### src/rtl/scan_timing_pkg.sv
package scan_timing_pkg;

    // ==========================================================
    // Register offsets
    localparam logic [7:0] OFF_SCAN_STATE   = 8'h04;
    localparam logic [7:0] OFF_CLK_SOURCE   = 8'h18;
    localparam logic [7:0] OFF_CYCLE_LENGTH = 8'h19;
    localparam logic [7:0] OFF_SCAN_LAUNCH  = 8'h1E;
    localparam logic [7:0] OFF_SCAN_HALT    = 8'h1F;
    localparam logic [7:0] OFF_WORD_LAYOUT  = 8'h28;
    localparam logic [7:0] OFF_CAPTURE_POL  = 8'h2C;

    // ==========================================================
    // Field positions
    localparam int LAUNCH_BIT    = 0;
    localparam int HALT_BIT      = 0;
    localparam int CLK_SRC_BIT   = 0;
    localparam int FAULT_LSB     = 1;
    localparam int POLICY_W      = 3;
    localparam int LAYOUT_W      = 2;
    localparam int FAULT_W       = 2;
    localparam int DATA_W        = 8;
    localparam int RESULT_W      = 12;
    localparam int CHAN_W        = 3;
    localparam int WORD_W        = 16;

    // ==========================================================
    // Reset values
    localparam logic                RST_CLK_SRC = 1'h0;
    localparam logic [DATA_W-1:0]   RST_CYCLE   = 8'h00;
    localparam logic [LAYOUT_W-1:0] RST_LAYOUT  = 2'h0;
    localparam logic [POLICY_W-1:0] RST_POLICY  = 3'h1;

    // ==========================================================
    // Cycle length floors per oscillator
    localparam logic [DATA_W-1:0] MIN_CYCLE_HS = 8'h15;
    localparam logic [DATA_W-1:0] MIN_CYCLE_LP = 8'h12;

    // ==========================================================
    // Codes
    localparam logic [FAULT_W-1:0]  FAULT_OFF  = 2'h0;
    localparam logic [FAULT_W-1:0]  FAULT_OK   = 2'h1;
    localparam logic [FAULT_W-1:0]  FAULT_UNUS = 2'h2;
    localparam logic [FAULT_W-1:0]  FAULT_ERR  = 2'h3;
    localparam logic [POLICY_W-1:0] POL_STOP   = 3'h0;
    localparam logic [POLICY_W-1:0] POL_START  = 3'h1;
    localparam logic [POLICY_W-1:0] POL_PRE    = 3'h4;
    localparam logic [POLICY_W-1:0] POL_POST   = 3'h6;
    localparam logic [LAYOUT_W-1:0] LAY_PAD    = 2'h0;
    localparam logic [LAYOUT_W-1:0] LAY_CHAN   = 2'h1;
    localparam logic [LAYOUT_W-1:0] LAY_FULL   = 2'h2;
    localparam logic [LAYOUT_W-1:0] LAY_PAD_B  = 2'h3;

    typedef enum logic [1:0] {
        SCAN_IDLE = 2'b01,
        SCAN_RUN  = 2'b10
    } scan_state_t;

    typedef struct packed {
        logic              wr;
        logic              rd;
        logic [7:0]        addr;
        logic [DATA_W-1:0] wdata;
    } reg_req_t;

    typedef struct packed {
        logic [RESULT_W-1:0] result;
        logic [CHAN_W-1:0]   chan;
        logic                valid;
    } sample_t;

endpackage

### src/rtl/scan_timing_buffer_ctrl.sv
module scan_timing_buffer_ctrl
    import scan_timing_pkg::*;
#(
    parameter int CYCLE_W = 8
)
(
    input  wire logic                i_mclk,
    input  wire logic                i_rst,
    input  wire reg_req_t            i_req,
    input  wire logic                i_gcall_reset,
    input  wire logic                i_auto_seq_en,
    input  wire logic                i_seq_error,
    input  wire logic                i_hs_tick,
    input  wire logic                i_lp_tick,
    input  wire sample_t             i_sample,
    output logic [DATA_W-1:0]        o_rdata,
    output logic                     o_rd_valid,
    output logic                     o_busy_rdy,
    output logic                     o_conv_start,
    output logic                     o_lp_conversion_clock_source,
    output logic [POLICY_W-1:0]      o_capture_policy,
    output logic [LAYOUT_W-1:0]      o_word_layout,
    output logic [WORD_W-1:0]        o_buffer_word
);

    if (CYCLE_W != DATA_W)
    begin : g_bad_cycle_width
        $error("scan_timing_buffer_ctrl: CYCLE_W must equal register width");
    end

    // ==========================================================
    // Write decode
    logic wr_launch;
    logic wr_halt;
    logic wr_clk_src;
    logic wr_cycle;
    logic wr_layout;
    logic wr_policy;

    always_comb
    begin
        wr_launch  = i_req.wr && i_req.addr == OFF_SCAN_LAUNCH && i_req.wdata[LAUNCH_BIT];
        wr_halt    = i_req.wr && i_req.addr == OFF_SCAN_HALT && i_req.wdata[HALT_BIT];
        wr_clk_src = i_req.wr && i_req.addr == OFF_CLK_SOURCE;
        wr_cycle   = i_req.wr && i_req.addr == OFF_CYCLE_LENGTH;
        wr_layout  = i_req.wr && i_req.addr == OFF_WORD_LAYOUT;
        wr_policy  = i_req.wr && i_req.addr == OFF_CAPTURE_POL;
    end

    // ==========================================================
    // Configuration registers
    logic                clk_src_q;
    logic                clk_src_d;
    logic [CYCLE_W-1:0]  cycle_q;
    logic [CYCLE_W-1:0]  cycle_d;
    logic [LAYOUT_W-1:0] layout_q;
    logic [LAYOUT_W-1:0] layout_d;
    logic [POLICY_W-1:0] policy_q;
    logic [POLICY_W-1:0] policy_d;

    always_comb
    begin
        clk_src_d = clk_src_q;
        cycle_d   = cycle_q;
        layout_d  = layout_q;
        policy_d  = policy_q;
        if (wr_clk_src)
        begin
            clk_src_d = i_req.wdata[CLK_SRC_BIT];
        end
        if (wr_cycle)
        begin
            cycle_d = i_req.wdata[CYCLE_W-1:0];
        end
        if (wr_layout)
        begin
            layout_d = i_req.wdata[LAYOUT_W-1:0];
        end
        if (wr_policy)
        begin
            // Reserved codes are stored as written; the buffer owns their effect
            policy_d = i_req.wdata[POLICY_W-1:0];
        end
    end

    always_ff @(posedge i_mclk)
    begin
        if (i_rst)
        begin
            clk_src_q <= RST_CLK_SRC;
            cycle_q   <= RST_CYCLE;
            layout_q  <= RST_LAYOUT;
            policy_q  <= RST_POLICY;
        end
        else
        begin
            clk_src_q <= clk_src_d;
            cycle_q   <= cycle_d;
            layout_q  <= layout_d;
            policy_q  <= policy_d;
        end
    end

    assign o_lp_conversion_clock_source     = clk_src_q;
    assign o_capture_policy = policy_q;
    assign o_word_layout    = layout_q;

    // ==========================================================
    // Scan sequencer
    scan_state_t state_q;
    scan_state_t state_d;
    logic        busy_d;
    logic        start_d;
    logic        cycle_done;

    always_comb
    begin
        state_d = state_q;
        busy_d  = o_busy_rdy;
        start_d = 1'b0;
        case (state_q)
            SCAN_IDLE:
            begin
                if (wr_launch)
                begin
                    state_d = SCAN_RUN;
                    busy_d  = 1'b1;
                    start_d = 1'b1;
                end
            end
            SCAN_RUN:
            begin
                if (wr_halt)
                begin
                    state_d = SCAN_IDLE;
                    busy_d  = 1'b0;
                end
                else if (wr_launch || cycle_done)
                begin
                    // A repeated launch restarts the sequence from its first conversion
                    start_d = 1'b1;
                end
            end
            default:
            begin
                state_d = SCAN_IDLE;
                busy_d  = 1'b0;
            end
        endcase
    end

    always_ff @(posedge i_mclk)
    begin
        if (i_rst)
        begin
            state_q      <= SCAN_IDLE;
            o_busy_rdy   <= 1'b0;
            o_conv_start <= 1'b0;
        end
        else
        begin
            state_q      <= state_d;
            o_busy_rdy   <= busy_d;
            o_conv_start <= start_d;
        end
    end

    scan_cycle_timer #(
        .CNT_W (CYCLE_W)
    ) scan_cycle_timer_inst (
        .i_mclk    (i_mclk),
        .i_rst     (i_rst),
        .i_run     (state_q == SCAN_RUN),
        .i_restart (o_conv_start),
        .i_lp_sel  (clk_src_q),
        .i_count   (cycle_q),
        .i_hs_tick (i_hs_tick),
        .i_lp_tick (i_lp_tick),
        .o_done    (cycle_done)
    );

    // ==========================================================
    // Scan state report
    logic               err_q;
    logic               err_d;
    logic [FAULT_W-1:0] fault_q;
    logic [FAULT_W-1:0] fault_d;
    logic               state_clr;

    always_comb
    begin
        state_clr = i_gcall_reset || wr_launch;
        // An error arriving with the clear survives it
        err_d     = i_seq_error || (err_q && !state_clr);
        if ((state_clr && !i_seq_error) || !i_auto_seq_en)
        begin
            fault_d = FAULT_OFF;
        end
        else
        begin
            fault_d = err_d ? FAULT_ERR : FAULT_OK;
        end
    end

    always_ff @(posedge i_mclk)
    begin
        if (i_rst)
        begin
            err_q   <= 1'b0;
            fault_q <= FAULT_OFF;
        end
        else
        begin
            err_q   <= err_d;
            fault_q <= fault_d;
        end
    end

    // ==========================================================
    // Register read port, answer one cycle after the request
    logic [DATA_W-1:0] rdata_d;

    always_comb
    begin
        rdata_d = '0;
        if (i_req.rd)
        begin
            case (i_req.addr)
                OFF_SCAN_STATE:   rdata_d[FAULT_LSB +: FAULT_W] = fault_q;
                OFF_CLK_SOURCE:   rdata_d[CLK_SRC_BIT]          = clk_src_q;
                OFF_CYCLE_LENGTH: rdata_d[CYCLE_W-1:0]          = cycle_q;
                OFF_WORD_LAYOUT:  rdata_d[LAYOUT_W-1:0]         = layout_q;
                OFF_CAPTURE_POL:  rdata_d[POLICY_W-1:0]         = policy_q;
                default:          rdata_d = '0;
            endcase
        end
    end

    always_ff @(posedge i_mclk)
    begin
        if (i_rst)
        begin
            o_rdata    <= '0;
            o_rd_valid <= 1'b0;
        end
        else
        begin
            o_rdata    <= rdata_d;
            o_rd_valid <= i_req.rd;
        end
    end

    // ==========================================================
    // Buffer word packing
    logic [WORD_W-1:0] word_d;

    always_comb
    begin
        case (layout_q)
            LAY_CHAN: word_d = {i_sample.result, i_sample.chan, 1'b0};
            LAY_FULL: word_d = {i_sample.result, i_sample.chan, i_sample.valid};
            default:  word_d = {i_sample.result, {(WORD_W-RESULT_W){1'b0}}};
        endcase
    end

    always_ff @(posedge i_mclk)
    begin
        if (i_rst)
        begin
            o_buffer_word <= '0;
        end
        else
        begin
            o_buffer_word <= word_d;
        end
    end
endmodule

### src/rtl/scan_cycle_timer.sv
module scan_cycle_timer
    import scan_timing_pkg::*;
#(
    parameter int CNT_W = 8
)
(
    input  wire logic             i_mclk,
    input  wire logic             i_rst,
    input  wire logic             i_run,
    input  wire logic             i_restart,
    input  wire logic             i_lp_sel,
    input  wire logic [CNT_W-1:0] i_count,
    input  wire logic             i_hs_tick,
    input  wire logic             i_lp_tick,
    output logic                  o_done
);

    if (CNT_W < 5 || CNT_W > DATA_W)
    begin : g_bad_width
        $error("scan_cycle_timer: CNT_W must be 5 to 8");
    end

    logic [CNT_W-1:0] floor_cnt;
    logic [CNT_W-1:0] eff_cnt;
    logic [CNT_W-1:0] cnt_q;
    logic [CNT_W-1:0] cnt_d;
    logic             done_d;
    logic             tick;

    // ==========================================================
    // Effective length, re-evaluated whenever the source changes
    always_comb
    begin
        floor_cnt = i_lp_sel ? CNT_W'(MIN_CYCLE_LP) : CNT_W'(MIN_CYCLE_HS);
        eff_cnt   = (i_count <= floor_cnt) ? floor_cnt : i_count;
        tick      = i_lp_sel ? i_lp_tick : i_hs_tick;
    end

    // ==========================================================
    // Oscillator clock counter
    always_comb
    begin
        cnt_d  = cnt_q;
        done_d = 1'b0;
        if (!i_run || i_restart)
        begin
            cnt_d = '0;
        end
        else if (tick)
        begin
            if (cnt_q == eff_cnt - CNT_W'(1))
            begin
                cnt_d  = '0;
                done_d = 1'b1;
            end
            else
            begin
                cnt_d = cnt_q + CNT_W'(1);
            end
        end
    end

    always_ff @(posedge i_mclk)
    begin
        if (i_rst)
        begin
            cnt_q  <= '0;
            o_done <= 1'b0;
        end
        else
        begin
            cnt_q  <= cnt_d;
            o_done <= done_d;
        end
    end
endmodule

### config.mk
export PLATFORM = sky130hd
export DESIGN_NAME = scan_timing_buffer_ctrl
export DESIGN_NICKNAME = d
export VERILOG_FILES = /design/src/rtl/scan_timing_pkg.sv /design/src/rtl/scan_timing_buffer_ctrl.sv /design/src/rtl/scan_cycle_timer.sv
export SDC_FILE = /design/constraint.sdc
export NUM_CORES = 1
export LEC_CHECK = 0
export BUFFER_PORTS_ARGS = -buffer_cell sky130_fd_sc_hd__buf_4
export CAP_MARGIN = 40
export CORE_MARGIN = 5
export CORE_UTILIZATION = 52
export CTS_CLUSTER_SIZE = 24
export DETAILED_ROUTE_END_ITERATION = 16
export PLACE_DENSITY = 0.8
export SYNTH_ARGS = -nofsm -noshare
export SYNTH_HDL_FRONTEND = slang
export SYNTH_HIERARCHICAL = 1
export SYNTH_SLANG_ARGS = --single-unit
export TNS_END_PERCENT = 5
### constraint.sdc
create_clock -name i_mclk -period 4.4 [get_ports i_mclk]
set_input_delay 0.88 -clock i_mclk [delete_from_list [all_inputs] [get_ports i_mclk]]
set_output_delay 0.88 -clock i_mclk [all_outputs]
set_load 0.1 [all_outputs]
; Word-level counts from Yosys, hierarchy flattened
; Index checks and enable logic that the tools add are counted.
[word_totals]
input_bits = 41
word_cells = 80
register_bits = 55
output_inout_bits = 33
[op_classes]
reduce_logical = 25
mux = 20
n_addsub = 2
n_eq_ne = 14
order_cmp = 1
bitwise = 3
[ops]
columns = cell, n
row1 = == test 8 x 5 -> 1 bit (second input constant), 4
row2 = == test 8 x 6 -> 1 bit (second input constant), 2
row3 = two-way mux 8 bit, 2
row4 = logical AND 1 bit, 10
row5 = adder 8 x 1 -> 8 bit (second input constant), 1
row6 = == test 8 x 3 -> 1 bit (second input constant), 1
row7 = == test 8 bit, 1
row8 = <= comparator 8 bit, 1
row9 = case mux 1 bit (4 select lines), 2
row10 = case mux 4 bit (2 select lines), 1
row11 = subtractor 8 x 1 -> 8 bit (second input constant), 1
row12 = two-way mux 1 bit, 7
row13 = two-way mux 2 bit, 3
row14 = OR reduction 2 bit, 3
row15 = OR reduction 3 bit, 2
row16 = logical OR 1 bit, 5
row17 = == test 2 x 1 -> 1 bit (second input constant), 2
row18 = == test 2 bit (second input constant), 2
row19 = zero test 1 bit, 4
row20 = inequality test 2 bit (second input constant), 2
row21 = case mux 1 bit (2 select lines), 2
row22 = case mux 2 bit (2 select lines), 1
row23 = two-way mux 3 bit, 1
row24 = inverter 1 bit, 3
row25 = other kinds (2), 2

; Logic depth before layout (Yosys ltp)
; Gate-level depths: netlist (run 1).
[depth]
word_depth = 8
mapped_depth = 16
ltp_nobuf = 15

; Cells and area by module
; Netlist (run 1), hierarchy kept.
[modules_own_cells]
columns = module, cells_per_inst, instances, area_each_um2, seq_area_each_um2
row1 = scan_timing_buffer_ctrl, 174, 1, 1706.6, 900.9
row2 = scan_cycle_timer, 113, 1, 919.6, 180.2

; Worst setup path after synthesis (run 1)
; OpenSTA, ideal clock, no wires.
[synth_path]
kind = reg2reg
from = register clk_src_q (netlist: o_lp_conversion_clock_source)
to = register scan_cycle_timer_inst.cnt_q[3]
arrival_ns = 4.047
setup_time_ns = 0.086
t_required_ns = 4.314
path_stages_with_launch = 16
path_buffers = 1
period_less_slack_ns = 4.133
path_slack_ns = 0.267
path_cell_list = dfxtp_1 clkbuf_1 inv_1 ha_1 a211oi_1 o21ai_1 a31oi_4 mux2i_1 ha_1 or3b_1 nor4b_2 nor2_1 or4_1 nand2_2 nor3_4 a211oi_1
[synth_between]
elab_chain_cells = 6
elab_cells_between_ends = 7
cone_classes = add/sub: 1 / order compare: 1 / eq/ne: 1 / mux: 4
[synth_lines]
columns = element, line_no
row1 = "start, declared", scan_timing_buffer_ctrl.sv:52  ; logic clk_src_q;
row2 = "start signal, assigned", scan_timing_buffer_ctrl.sv:97  ; clk_src_q <= clk_src_d;
row3 = two-way mux 3 bit, scan_cycle_timer.sv:34  ; floor_cnt = i_lp_sel ? CNT_W'(MIN_CYCLE_LP) : CNT_W'(MIN_CYCLE_HS);
row4 = <= comparator 8 bit, scan_cycle_timer.sv:35  ; eff_cnt = (i_count <= floor_cnt) ? floor_cnt : i_count;
row5 = two-way mux 8 bit, scan_cycle_timer.sv:35
row6 = subtractor 8 x 1 -> 8 bit, scan_cycle_timer.sv:51  ; if (cnt_q == eff_cnt - CNT_W'(1))
row7 = == test 8 bit, scan_cycle_timer.sv:51
row8 = two-way mux 8 bit, scan_cycle_timer.sv:51
row9 = "end signal, assigned", scan_cycle_timer.sv:72  ; cnt_q <= cnt_d;
row10 = "end, declared", scan_cycle_timer.sv:25  ; logic [CNT_W-1:0] cnt_q;
; Several ways; a longest one is shown, not always the timed one.
; A chain may end at the register's enable or synchronous reset.

; Worst setup path in the final report (run 1)
[layout_path]
from = register clk_src_q (netlist: o_lp_conversion_clock_source)
to = register scan_cycle_timer_inst.cnt_q[5]
; Same word-level chain as after synthesis.

==> results.cfg, run 1 <==
[detailed_routing]
num_vias = 2303
drt-wirelength-per-cell_um = 14.28
first_pass_iters = 4
drtIter0Drc = 154
met1Wirelength_um = 2579
top_layer_used = met4
drt-vias-per-instance = 5.444
drc_errors = 0
met3_length_um = 318
ant_nets = 0
wl_met2_um = 3011
totalWireLength_um = 6042

[setup_path]
cp-endpoint = scan_cycle_timer_inst/cnt_q[5]
rr_startpoint = o_lp_conversion_clock_source
r2r_cells = 14
path_cells = inv_1 -> ha_1 -> a211oi_1 -> o21ai_1 -> a31oi_4 -> mux2i_1 -> ha_1 -> or3b_1 -> nor4b_2 -> nor2_1 -> or4_1 -> nand2_2 -> nor3_4 -> a211oi_1
required_ps = 4630
cp-start-kind = flop
critPathKind = flop to flop
critical-path-max-stage-delay_ps = 570
end_kind = flop
slowest_stage = dfxtp_1
cp.depth = 14
critPathMaxFanout = 12
cp-startpoint = o_lp_conversion_clock_source
timing.rr.end = scan_cycle_timer_inst/cnt_q[5]
cp.arrival_ps = 3940
r2r_slack_ps = 690
critical_path.top_delay_family = simple AND/OR/NAND/NOR gates
cp_num_buf_inv = 1

[placed_design]
dp_cells = 415
post-dp-hpwl_um = 4467
dpl_cell_area_um2 = 3201
place_congestion = 0.8119
portBuffers = 73

[timing]
rsz0062_at_grt = no
skew_ps = 5.186
setup_viol = 0
period_share_pct = 84.28
slew_viol_final = 0
hold_violations = 0
clock.fmax_mhz = 269.7
hold_slack_ps = 486.4
worstMarginPinSlew_ps = 537.9
min_period_ps = 3708
slew-limit-headroom_pct = 63.11
final.setup.tns_ps = 0

[clock_tree]
clk_pin_slew_ps = 100
clock_latency_ps = 310
cts_resized = 0
clockBufferDepth = 2
cts_tree = built
clock-sinks = 54
post_cts_buffers = 0
postCtsHoldBufs = 0
h-tree-depth = 2
cts_root_buffer = clkbuf_8
cts_made_buffers = 5

[power_and_ir_drop]
p_leak_nw = 1.382
total_power_mw = 0.9143
vdd_drop_max_uv = 183.8
power_density_nw_per_um2 = 277.2

[logic_synthesis]
synth_cells = 287
yosysTopAreaCellShare_pct = 41.16
yosysTopAreaCell = dfxtp_1
syn_avg_cell_area_um2 = 9.151
yosysWarnings = 6
synth_ff_type = dfxtp_1
netlist_area_um2 = 2626
synth_seq_area_share_pct = 41.16
async_reset_ff_share_pct = 0
synthTopCellsByArea = dfxtp_1, mux2i_1, nor2_1, ha_1, nand2_1
ys_ff_latch = 54
ys_types = 52
syn_nets = 337
synth_edf_count = 0

[global_routing]
grtUsageTotal_pct = 18.76
grt_pass1_wl_um = 9701
overflow = 0
grt_start_max_net_pins = 38
antenna_found_initial = 0
grt_pass1_vias = 2151

[finish]
fin_nets = 405
drive_gt1_share_pct = 27.53
syn2layout_area_growth_pct = 25.58
diodes = 0
stdcell_area_um2 = 3298
fillCellCount = 426
layout.cells.non_filler = 423

[die]
start_util_pct = 54.52
io_pins = 74
rows = 25
die_y_um = 81.07
core_area_um2 = 4817
die_w_um = 81.07
dieArea_um2 = 6572

[flow_run]
drv_cap = 0

[status]
status = completed

[hold_path]
hold_path_class = flop to flop
area by class of cell:
type / count / area [um^2] / share of cell area [%]
clock buffer: 5 / 68.82 / 2.086
timing repair buffer: 73 / 548.0 / 16.62
tap: 67 / 83.83 / 2.542
sequential: 54 / 1081 / 32.78
inverter: 10 / 37.54 / 1.138
clock inverter: 3 / 28.78 / 0.8725
multi-input combinational: 211 / 1450 / 43.97
layer usage:
layer | up-vias | GRT usage, %
li1 | 1155 | -
met1 | 1071 | 24.00
met2 | 64 | 30.71
met3 | 13 | 3.880
met4 | 0 | 7.770
met5 | - | 0
registers in the layout, indices dropped and copies added, names as in the netlist, 2 cells and up:
signal                       flops
o_rdata                          8
o_capture_policy                 3
fault_q                          2
o_buffer_word                   16
o_word_layout                    2
scan_cycle_timer_inst/cnt_q      8
cycle_q                          8
cells in the final DEF, fill, tap and decap left out, drive strengths merged, types with 5 or more instances in the layout:
cell	n
nand3	13
nor3	5
dfxtp	54
nand2	26
mux2i	13
nand2b	5
buf	73
o21ai	7
clkbuf	5
nor2b	14
xor2	6
inv	11
a21oi	14
xnor2	8
a211oi	8
nor2	32
and3	9
ha	9
worst reg2reg max path, cell delays in order (launching register included):
cell and delay, ps:
dfxtp_1 570, inv_1 120, ha_1 220, a211oi_1 230, o21ai_1 130, a31oi_4 280, mux2i_1 230, ha_1 230
or3b_1 370, nor4b_2 290, nor2_1 60, or4_1 430, nand2_2 160, nor3_4 80, a211oi_1 220
kinds of logic (layout without fill, tap and decap cells):
family / Yosys count / in the layout / synth area share, %
XOR/XNOR: 14 / 14 / 4.669
flip-flops: 54 / 54 / 41.16
adder cells (fa/ha/maj): 9 / 9 / 4.288
AO/OA/AOI/OAI: 44 / 44 / 11.82
AND/OR/NAND/NOR: 128 / 128 / 28.06
buffers and inverters: 22 / 91 / 3.621
multiplexers: 16 / 16 / 6.384
metrics by stage:
stage | setup WS (ps) | utilization [%]
5_1_grt | 377.3 | 68.47
4_1_cts | 695.0 | 68.47
2_1_floorplan | 267.0 | -
3_5_place_dp | 726.4 | 66.44
6_report | 691.9 | 68.47
3_3_place_gp | 886.5 | 66.44
synthesized netlist by cell type (all sizes together) (8+ instances only):
library cell and instances:
a211oi 8, a21oi 14, and3 9, dfxtp 54, ha 9, inv 10
mux2i 13, nand2 26, nand3 13, nor2 32, nor2b 14, xnor2 8
worst min path at each step:
| stage | from | endpoint | slack [ps] | cells after the start |
|---|---|---|---|---|
| floorplan | scan_cycle_timer_inst/o_done | o_conv_start | 430 | 2 |
| detailed placement | scan_cycle_timer_inst/o_done | o_conv_start | 460 | 2 |
| global route | scan_cycle_timer_inst/o_done | o_conv_start | 530 | 2 |
| CTS | scan_cycle_timer_inst/o_done | o_conv_start | 480 | 2 |
| global placement | err_q | err_q | 460 | 2 |
| finish | scan_cycle_timer_inst/o_done | o_conv_start | 490 | 2 |
report_power, final:
part / total, mW / switching (mW) / leakage (nW) / internal (mW)
Combinational: 0.121 / 0.0797 / 0.892 / 0.0413
Sequential: 0.499 / 0.00211 / 0.439 / 0.496
Clock: 0.295 / 0.176 / 0.0502 / 0.118
Total: 0.914 / 0.258 / 1.38 / 0.656
Power figures use the tool's default switching activity.
==> run 2, diff against run 1 <==
==> constraint.sdc (replaced) <==
create_clock -name i_mclk -period 3.8 [get_ports i_mclk]
set_input_delay 0.76 -clock i_mclk [delete_from_list [all_inputs] [get_ports i_mclk]]
set_output_delay 0.76 -clock i_mclk [all_outputs]
set_load 0.1 [all_outputs]
==> run 2 against run 1 <==
Effect of this change:
- non-clock buffer count rose by 1
- utilization grew 0.65 points
- via count decreased by 0.91%
- critical path depth down 1
- global-route usage is 0.16 points higher
- final cell count grew 0.24%
- clock power is 35% higher
- setup slack got worse by 450 ps
- sequential share of layout area fell by 0.16 points
- critical path type unchanged
- critical endpoint is now scan_cycle_timer_inst/cnt_q[7]
==> results.cfg, run 2 (synthesis gave the netlist of run 1 again) <==
[die]
rows = 25
dieArea_um2 = 6572
start_util_pct = 54.52
core_area_um2 = 4817
io_pins = 74
die_y_um = 81.07
die_w_um = 81.07

[finish]
layout.cells.non_filler = 424
syn2layout_area_growth_pct = 26.77
multiInputGateArea_um2 = 1450
largest_register = o_buffer_word
diodes = 0
fin_nets = 406
largest_reg_flops = 16
stdcell_area_um2 = 3329
ff_latch_area_um2 = 1086
drive_gt1_share_pct = 28.29
final_cell_mix = buf_4, dfxtp_1, nor2_1
layout_commonest_cell = buf_4
fillCellCount = 408

[setup_path]
critical-path-max-stage-delay_ps = 450
cp-start-kind = flop
cp.arrival_ps = 3780
rr_startpoint = o_lp_conversion_clock_source
cp-startpoint = o_lp_conversion_clock_source
path_cells = ha_1 -> a211oi_1 -> o21ai_1 -> a31oi_4 -> mux2i_1 -> ha_1 -> or3b_1 -> nor4b_2 -> nor2_1 -> or4_1 -> nand2_2 -> nor3_4 -> a211oi_1
end_kind = flop
r2r_slack_ps = 250
r2r_cells = 13
slowest_stage = or4_1
critPathMaxFanout = 12
required_ps = 4020
critPathKind = flop to flop
timing.rr.end = scan_cycle_timer_inst/cnt_q[7]

[placed_design]
dp_cells = 415
post-dp-hpwl_um = 4442
portBuffers = 73
dpl_cell_area_um2 = 3204
place_congestion = 0.8227

[detailed_routing]
first_pass_iters = 4
ant_nets = 0
drt-vias-per-instance = 5.382
drc_errors = 0
totalWireLength_um = 5927
drtIter0Drc = 162
num_vias = 2282
drt-wirelength-per-cell_um = 13.98

[flow_run]
drv_cap = 0

[timing]
rsz0062_at_grt = no
min_period_ps = 3555
clock.fmax_mhz = 281.3
period_share_pct = 93.54
slew_viol_final = 0
slew-limit-headroom_pct = 64.45
skew_ps = 7.748
setup_viol = 0
final.setup.tns_ps = 0
worstMarginPinSlew_ps = 518.4
hold_violations = 0

[clock_tree]
cts_root_buffer = clkbuf_8
clock_latency_ps = 310
clock-sinks = 54
postCtsHoldBufs = 0
cts_tree = built
clockBufferDepth = 2
cts_made_buffers = 5
clk_pin_slew_ps = 100
h-tree-depth = 2

[global_routing]
overflow = 0
use_met1_pct = 23.23
grt_start_max_net_pins = 38
grtUsageMet3_pct = 3.991
antenna_found_initial = 0
grt_pass1_wl_um = 9770
busiest_layer = met2
grtUsageTotal_pct = 18.92
gr-usage-met2_pct = 32.35
grt_pass1_vias = 2196

[hold_path]
min_path_cells = 2
hold_path_class = flop to flop
whs_endpoint = o_conv_start
hp-start = scan_cycle_timer_inst/o_done

[status]
status = completed

[power_and_ir_drop]
vdd_drop_max_uv = 239.6
power_density_nw_per_um2 = 334.8
p_leak_nw = 1.396
## run 2: cell types whose count changed in the layout (fill, tap and decap cells not counted), sizes merged
cell | before | now
buf | 73 | 74
bufinv | 0 | 1
clkinv | 2 | 1
## run 2: power by group
part,leakage (nW),switching [mW],total (mW),internal (mW)
sequential,0.441,0.00258,0.577,0.574
combinational,0.896,0.0918,0.140,0.0479
clock,0.0587,0.198,0.398,0.200
## run 2: worst max-delay path by stage
stage / cells after the start / to / slack [ps]
2_1_floorplan: 15 / scan_cycle_timer_inst/cnt_q[3] / 140
3_3_place_gp: 13 / scan_cycle_timer_inst/cnt_q[7] / 410
3_5_place_dp: 13 / scan_cycle_timer_inst/cnt_q[7] / 250
4_1_cts: 13 / scan_cycle_timer_inst/cnt_q[7] / 210
5_1_grt: 13 / scan_cycle_timer_inst/cnt_q[7] / 3
6_report: 13 / scan_cycle_timer_inst/cnt_q[7] / 250
## run 2: layout make-up
class / count / share of cell area (%)
tap: 67 / 2.518
sequential: 54 / 32.62
clock inverter: 3 / 1.428
multi-input combinational: 211 / 43.56
inverter: 10 / 1.127
timing repair buffer: 74 / 16.69
clock buffer: 5 / 2.067
## run 2: stage by stage
stage | hold slack, ps | util, % | power (mW) | setup WS, ps
global placement | 460.7 | 66.52 | 0.7282 | 405.3
floorplan | 431.8 | - | 0.6754 | 144.7
detailed placement | 466.7 | 66.52 | 0.7296 | 248.9
global route | 500.7 | 69.12 | 1.158 | 2.793
CTS | 486.9 | 68.94 | 1.124 | 210.8
finish | 471.9 | 69.12 | 1.115 | 245.4
## run 2: layer usage
metal	routed length, um	vias to the layer above
met5	0	-
met4	107	0
met3	345	11
met2	2943	73
met1	2531	1051
li1	-	1147
## run 2: worst max-delay path, delay by kind of cell (launching register included)
family          cells  cell delay (ps)
flops               1              400
fa+ha+maj           2              560
mux                 1              220
compound gates      4              870
simple gates        6             1400
## run 2: what timing repair did
action                                  in CTS  in global routing
endpoints found under the setup margin       0                  4
buffers inserted                             0                  1
gates resized for setup                      0                  1
==> run 3, diff against run 2 <==
--- a/config.mk
+++ b/config.mk
@@ -8,10 +8,11 @@
 export BUFFER_PORTS_ARGS = -buffer_cell sky130_fd_sc_hd__buf_4
 export CAP_MARGIN = 40
 export CORE_MARGIN = 5
-export CORE_UTILIZATION = 52
+export CORE_UTILIZATION = 55
 export CTS_CLUSTER_SIZE = 24
 export DETAILED_ROUTE_END_ITERATION = 16
-export PLACE_DENSITY = 0.8
+export PLACE_DENSITY = 0.84
+export SETUP_SLACK_MARGIN = 0.4
 export SYNTH_ARGS = -nofsm -noshare
 export SYNTH_HDL_FRONTEND = slang
 export SYNTH_HIERARCHICAL = 1
==> constraint.sdc (replaced) <==
create_clock -name i_mclk -period 4.3 [get_ports i_mclk]
set_input_delay 0.86 -clock i_mclk [delete_from_list [all_inputs] [get_ports i_mclk]]
set_output_delay 0.86 -clock i_mclk [all_outputs]
set_load 0.1 [all_outputs]
==> run 3 against run 2 <==
Effect of this change:
- sequential cell count stayed put
- total power is 11% lower
- global-route usage is 0.30 points lower
- non-clock buffer count is 1 lower
- register-to-register slack better by 480 ps
- via count is 0.22% lower
- utilization is 1.4 points higher
- sequential power is 12% lower
- sequential share of layout area is 0.11 points higher
- design area is 0.68% lower
- largest cell class unchanged
==> results.cfg, run 3 (synthesis gave the netlist of run 1 again) <==
[setup_path]
required_ps = 4520
critPathKind = flop to flop
cp.arrival_ps = 3800
cp-start-kind = flop
critPathMaxFanout = 8
end_kind = flop

[timing]
setup_viol = 0
rsz0062_at_grt = no
slew-limit-headroom_pct = 63.89
skew_ps = 8.202
slew_viol_final = 0
worstMarginPinSlew_ps = 526.6
final.setup.tns_ps = 0
hold_violations = 0
clock.fmax_mhz = 279.5
min_period_ps = 3578
period_share_pct = 83.21

[placed_design]
post-dp-hpwl_um = 4490
place_congestion = 0.8711
dpl_cell_area_um2 = 3186
portBuffers = 73

[detailed_routing]
drtIter0Drc = 159
totalWireLength_um = 5885
ant_nets = 0
drc_errors = 0
num_vias = 2277
drt-wirelength-per-cell_um = 14.35
first_pass_iters = 4
drt-vias-per-instance = 5.554

[clock_tree]
cts_made_buffers = 5
cts_resized = 0
h-tree-depth = 2
clockBufferDepth = 2
clock_latency_ps = 310
post_cts_buffers = 0
cts_root_buffer = clkbuf_8
clk_pin_slew_ps = 100
clock-sinks = 54
cts_tree = built
postCtsHoldBufs = 0

[die]
die_y_um = 79.10
core_area_um2 = 4692
die_w_um = 79.10
io_pins = 74
start_util_pct = 55.97
rows = 25
dieArea_um2 = 6257

[flow_run]
drv_cap = 0

[finish]
stdcell_area_um2 = 3307
largest_reg_flops = 16
drive_gt1_share_pct = 27.81
fillCellCount = 376
largest_register = o_buffer_word
final_cell_mix = buf_4, dfxtp_1, nor2_1
diodes = 0
layout_commonest_cell = buf_4
fin_nets = 405
syn2layout_area_growth_pct = 25.92

[global_routing]
grtUsageTotal_pct = 18.62
grt_start_max_net_pins = 38
antenna_found_initial = 0
grt_pass1_wl_um = 9425
overflow = 0
grt_pass1_vias = 2058

[hold_path]
hold_path_class = flop to flop

[power_and_ir_drop]
power_density_nw_per_um2 = 299.7
p_leak_nw = 1.394
vdd_drop_max_uv = 183.0

[status]
status = completed
## run 3: cell count changes in the layout (fill, tap and decap cells not counted)
| cell | delta |
|---|---|
| clkinv_4 | -1 |
| dfxtp_1 | +1 |
| clkbuf_8 | +1 |
| dfxtp_4 | -1 |
| buf_4 | -1 |
## run 3: final timing paths
path	endpoint	slack, ps	cells after the start	start
max reg2reg	scan_cycle_timer_inst/cnt_q[7]	720	13	cycle_q[2]
min	err_q	490	2	err_q
min reg2reg	err_q	490	2	err_q
max	scan_cycle_timer_inst/cnt_q[7]	720	13	cycle_q[2]
## run 3: cell type report
| class | instances | area, um^2 | share of cell area (%) |
|---|---|---|---|
| Clock buffer | 6 | 82.58 | 2.497 |
| Clock inverter | 2 | 38.79 | 1.173 |
| Inverter | 10 | 37.54 | 1.135 |
| Multi-Input combinational cell | 211 | 1450 | 43.85 |
| Sequential cell | 54 | 1082 | 32.73 |
| Tap cell | 54 | 67.56 | 2.043 |
| Timing Repair Buffer | 73 | 548.0 | 16.57 |
## run 3: per-stage QoR
stage               utilization (%)  total power, mW  std cells  setup slack, ps  hold slack (ps)
floorplan                         -           0.5975        287            492.0            431.8
global placement              67.89           0.6431        402            926.7            454.4
detailed placement            67.89           0.6449        402            708.8            467.8
CTS                           70.48           0.9987        410            705.3            492.7
global route                  70.48            1.025        410            468.5            512.7
finish                        70.48           0.9910        410            722.0            486.4
## run 3: routing by layer
layer  track usage [%]  routed length, um
met4             6.357                 99
met2             30.05               2908
met5                 0                  0
met3             4.082                327
met1             24.59               2550
## run 3: critical path, stage by stage (launching register included)
cell and delay, ps:
dfxtp_1 470, ha_1 310, a211oi_1 210, o21ai_1 140
a31oi_4 280, mux2i_1 240, ha_1 240, or3b_1 380
nor4b_2 310, nor2_1 70, or4_1 410, nand2_2 140
nor3_4 70, a211oi_1 230
## run 3: report_power, final
| part | switching, mW | internal, mW | leakage (nW) |
|---|---|---|---|
| logic | 0.0810 | 0.0423 | 0.892 |
| clock network | 0.166 | 0.192 | 0.0618 |
| registers | 0.00210 | 0.508 | 0.440 |
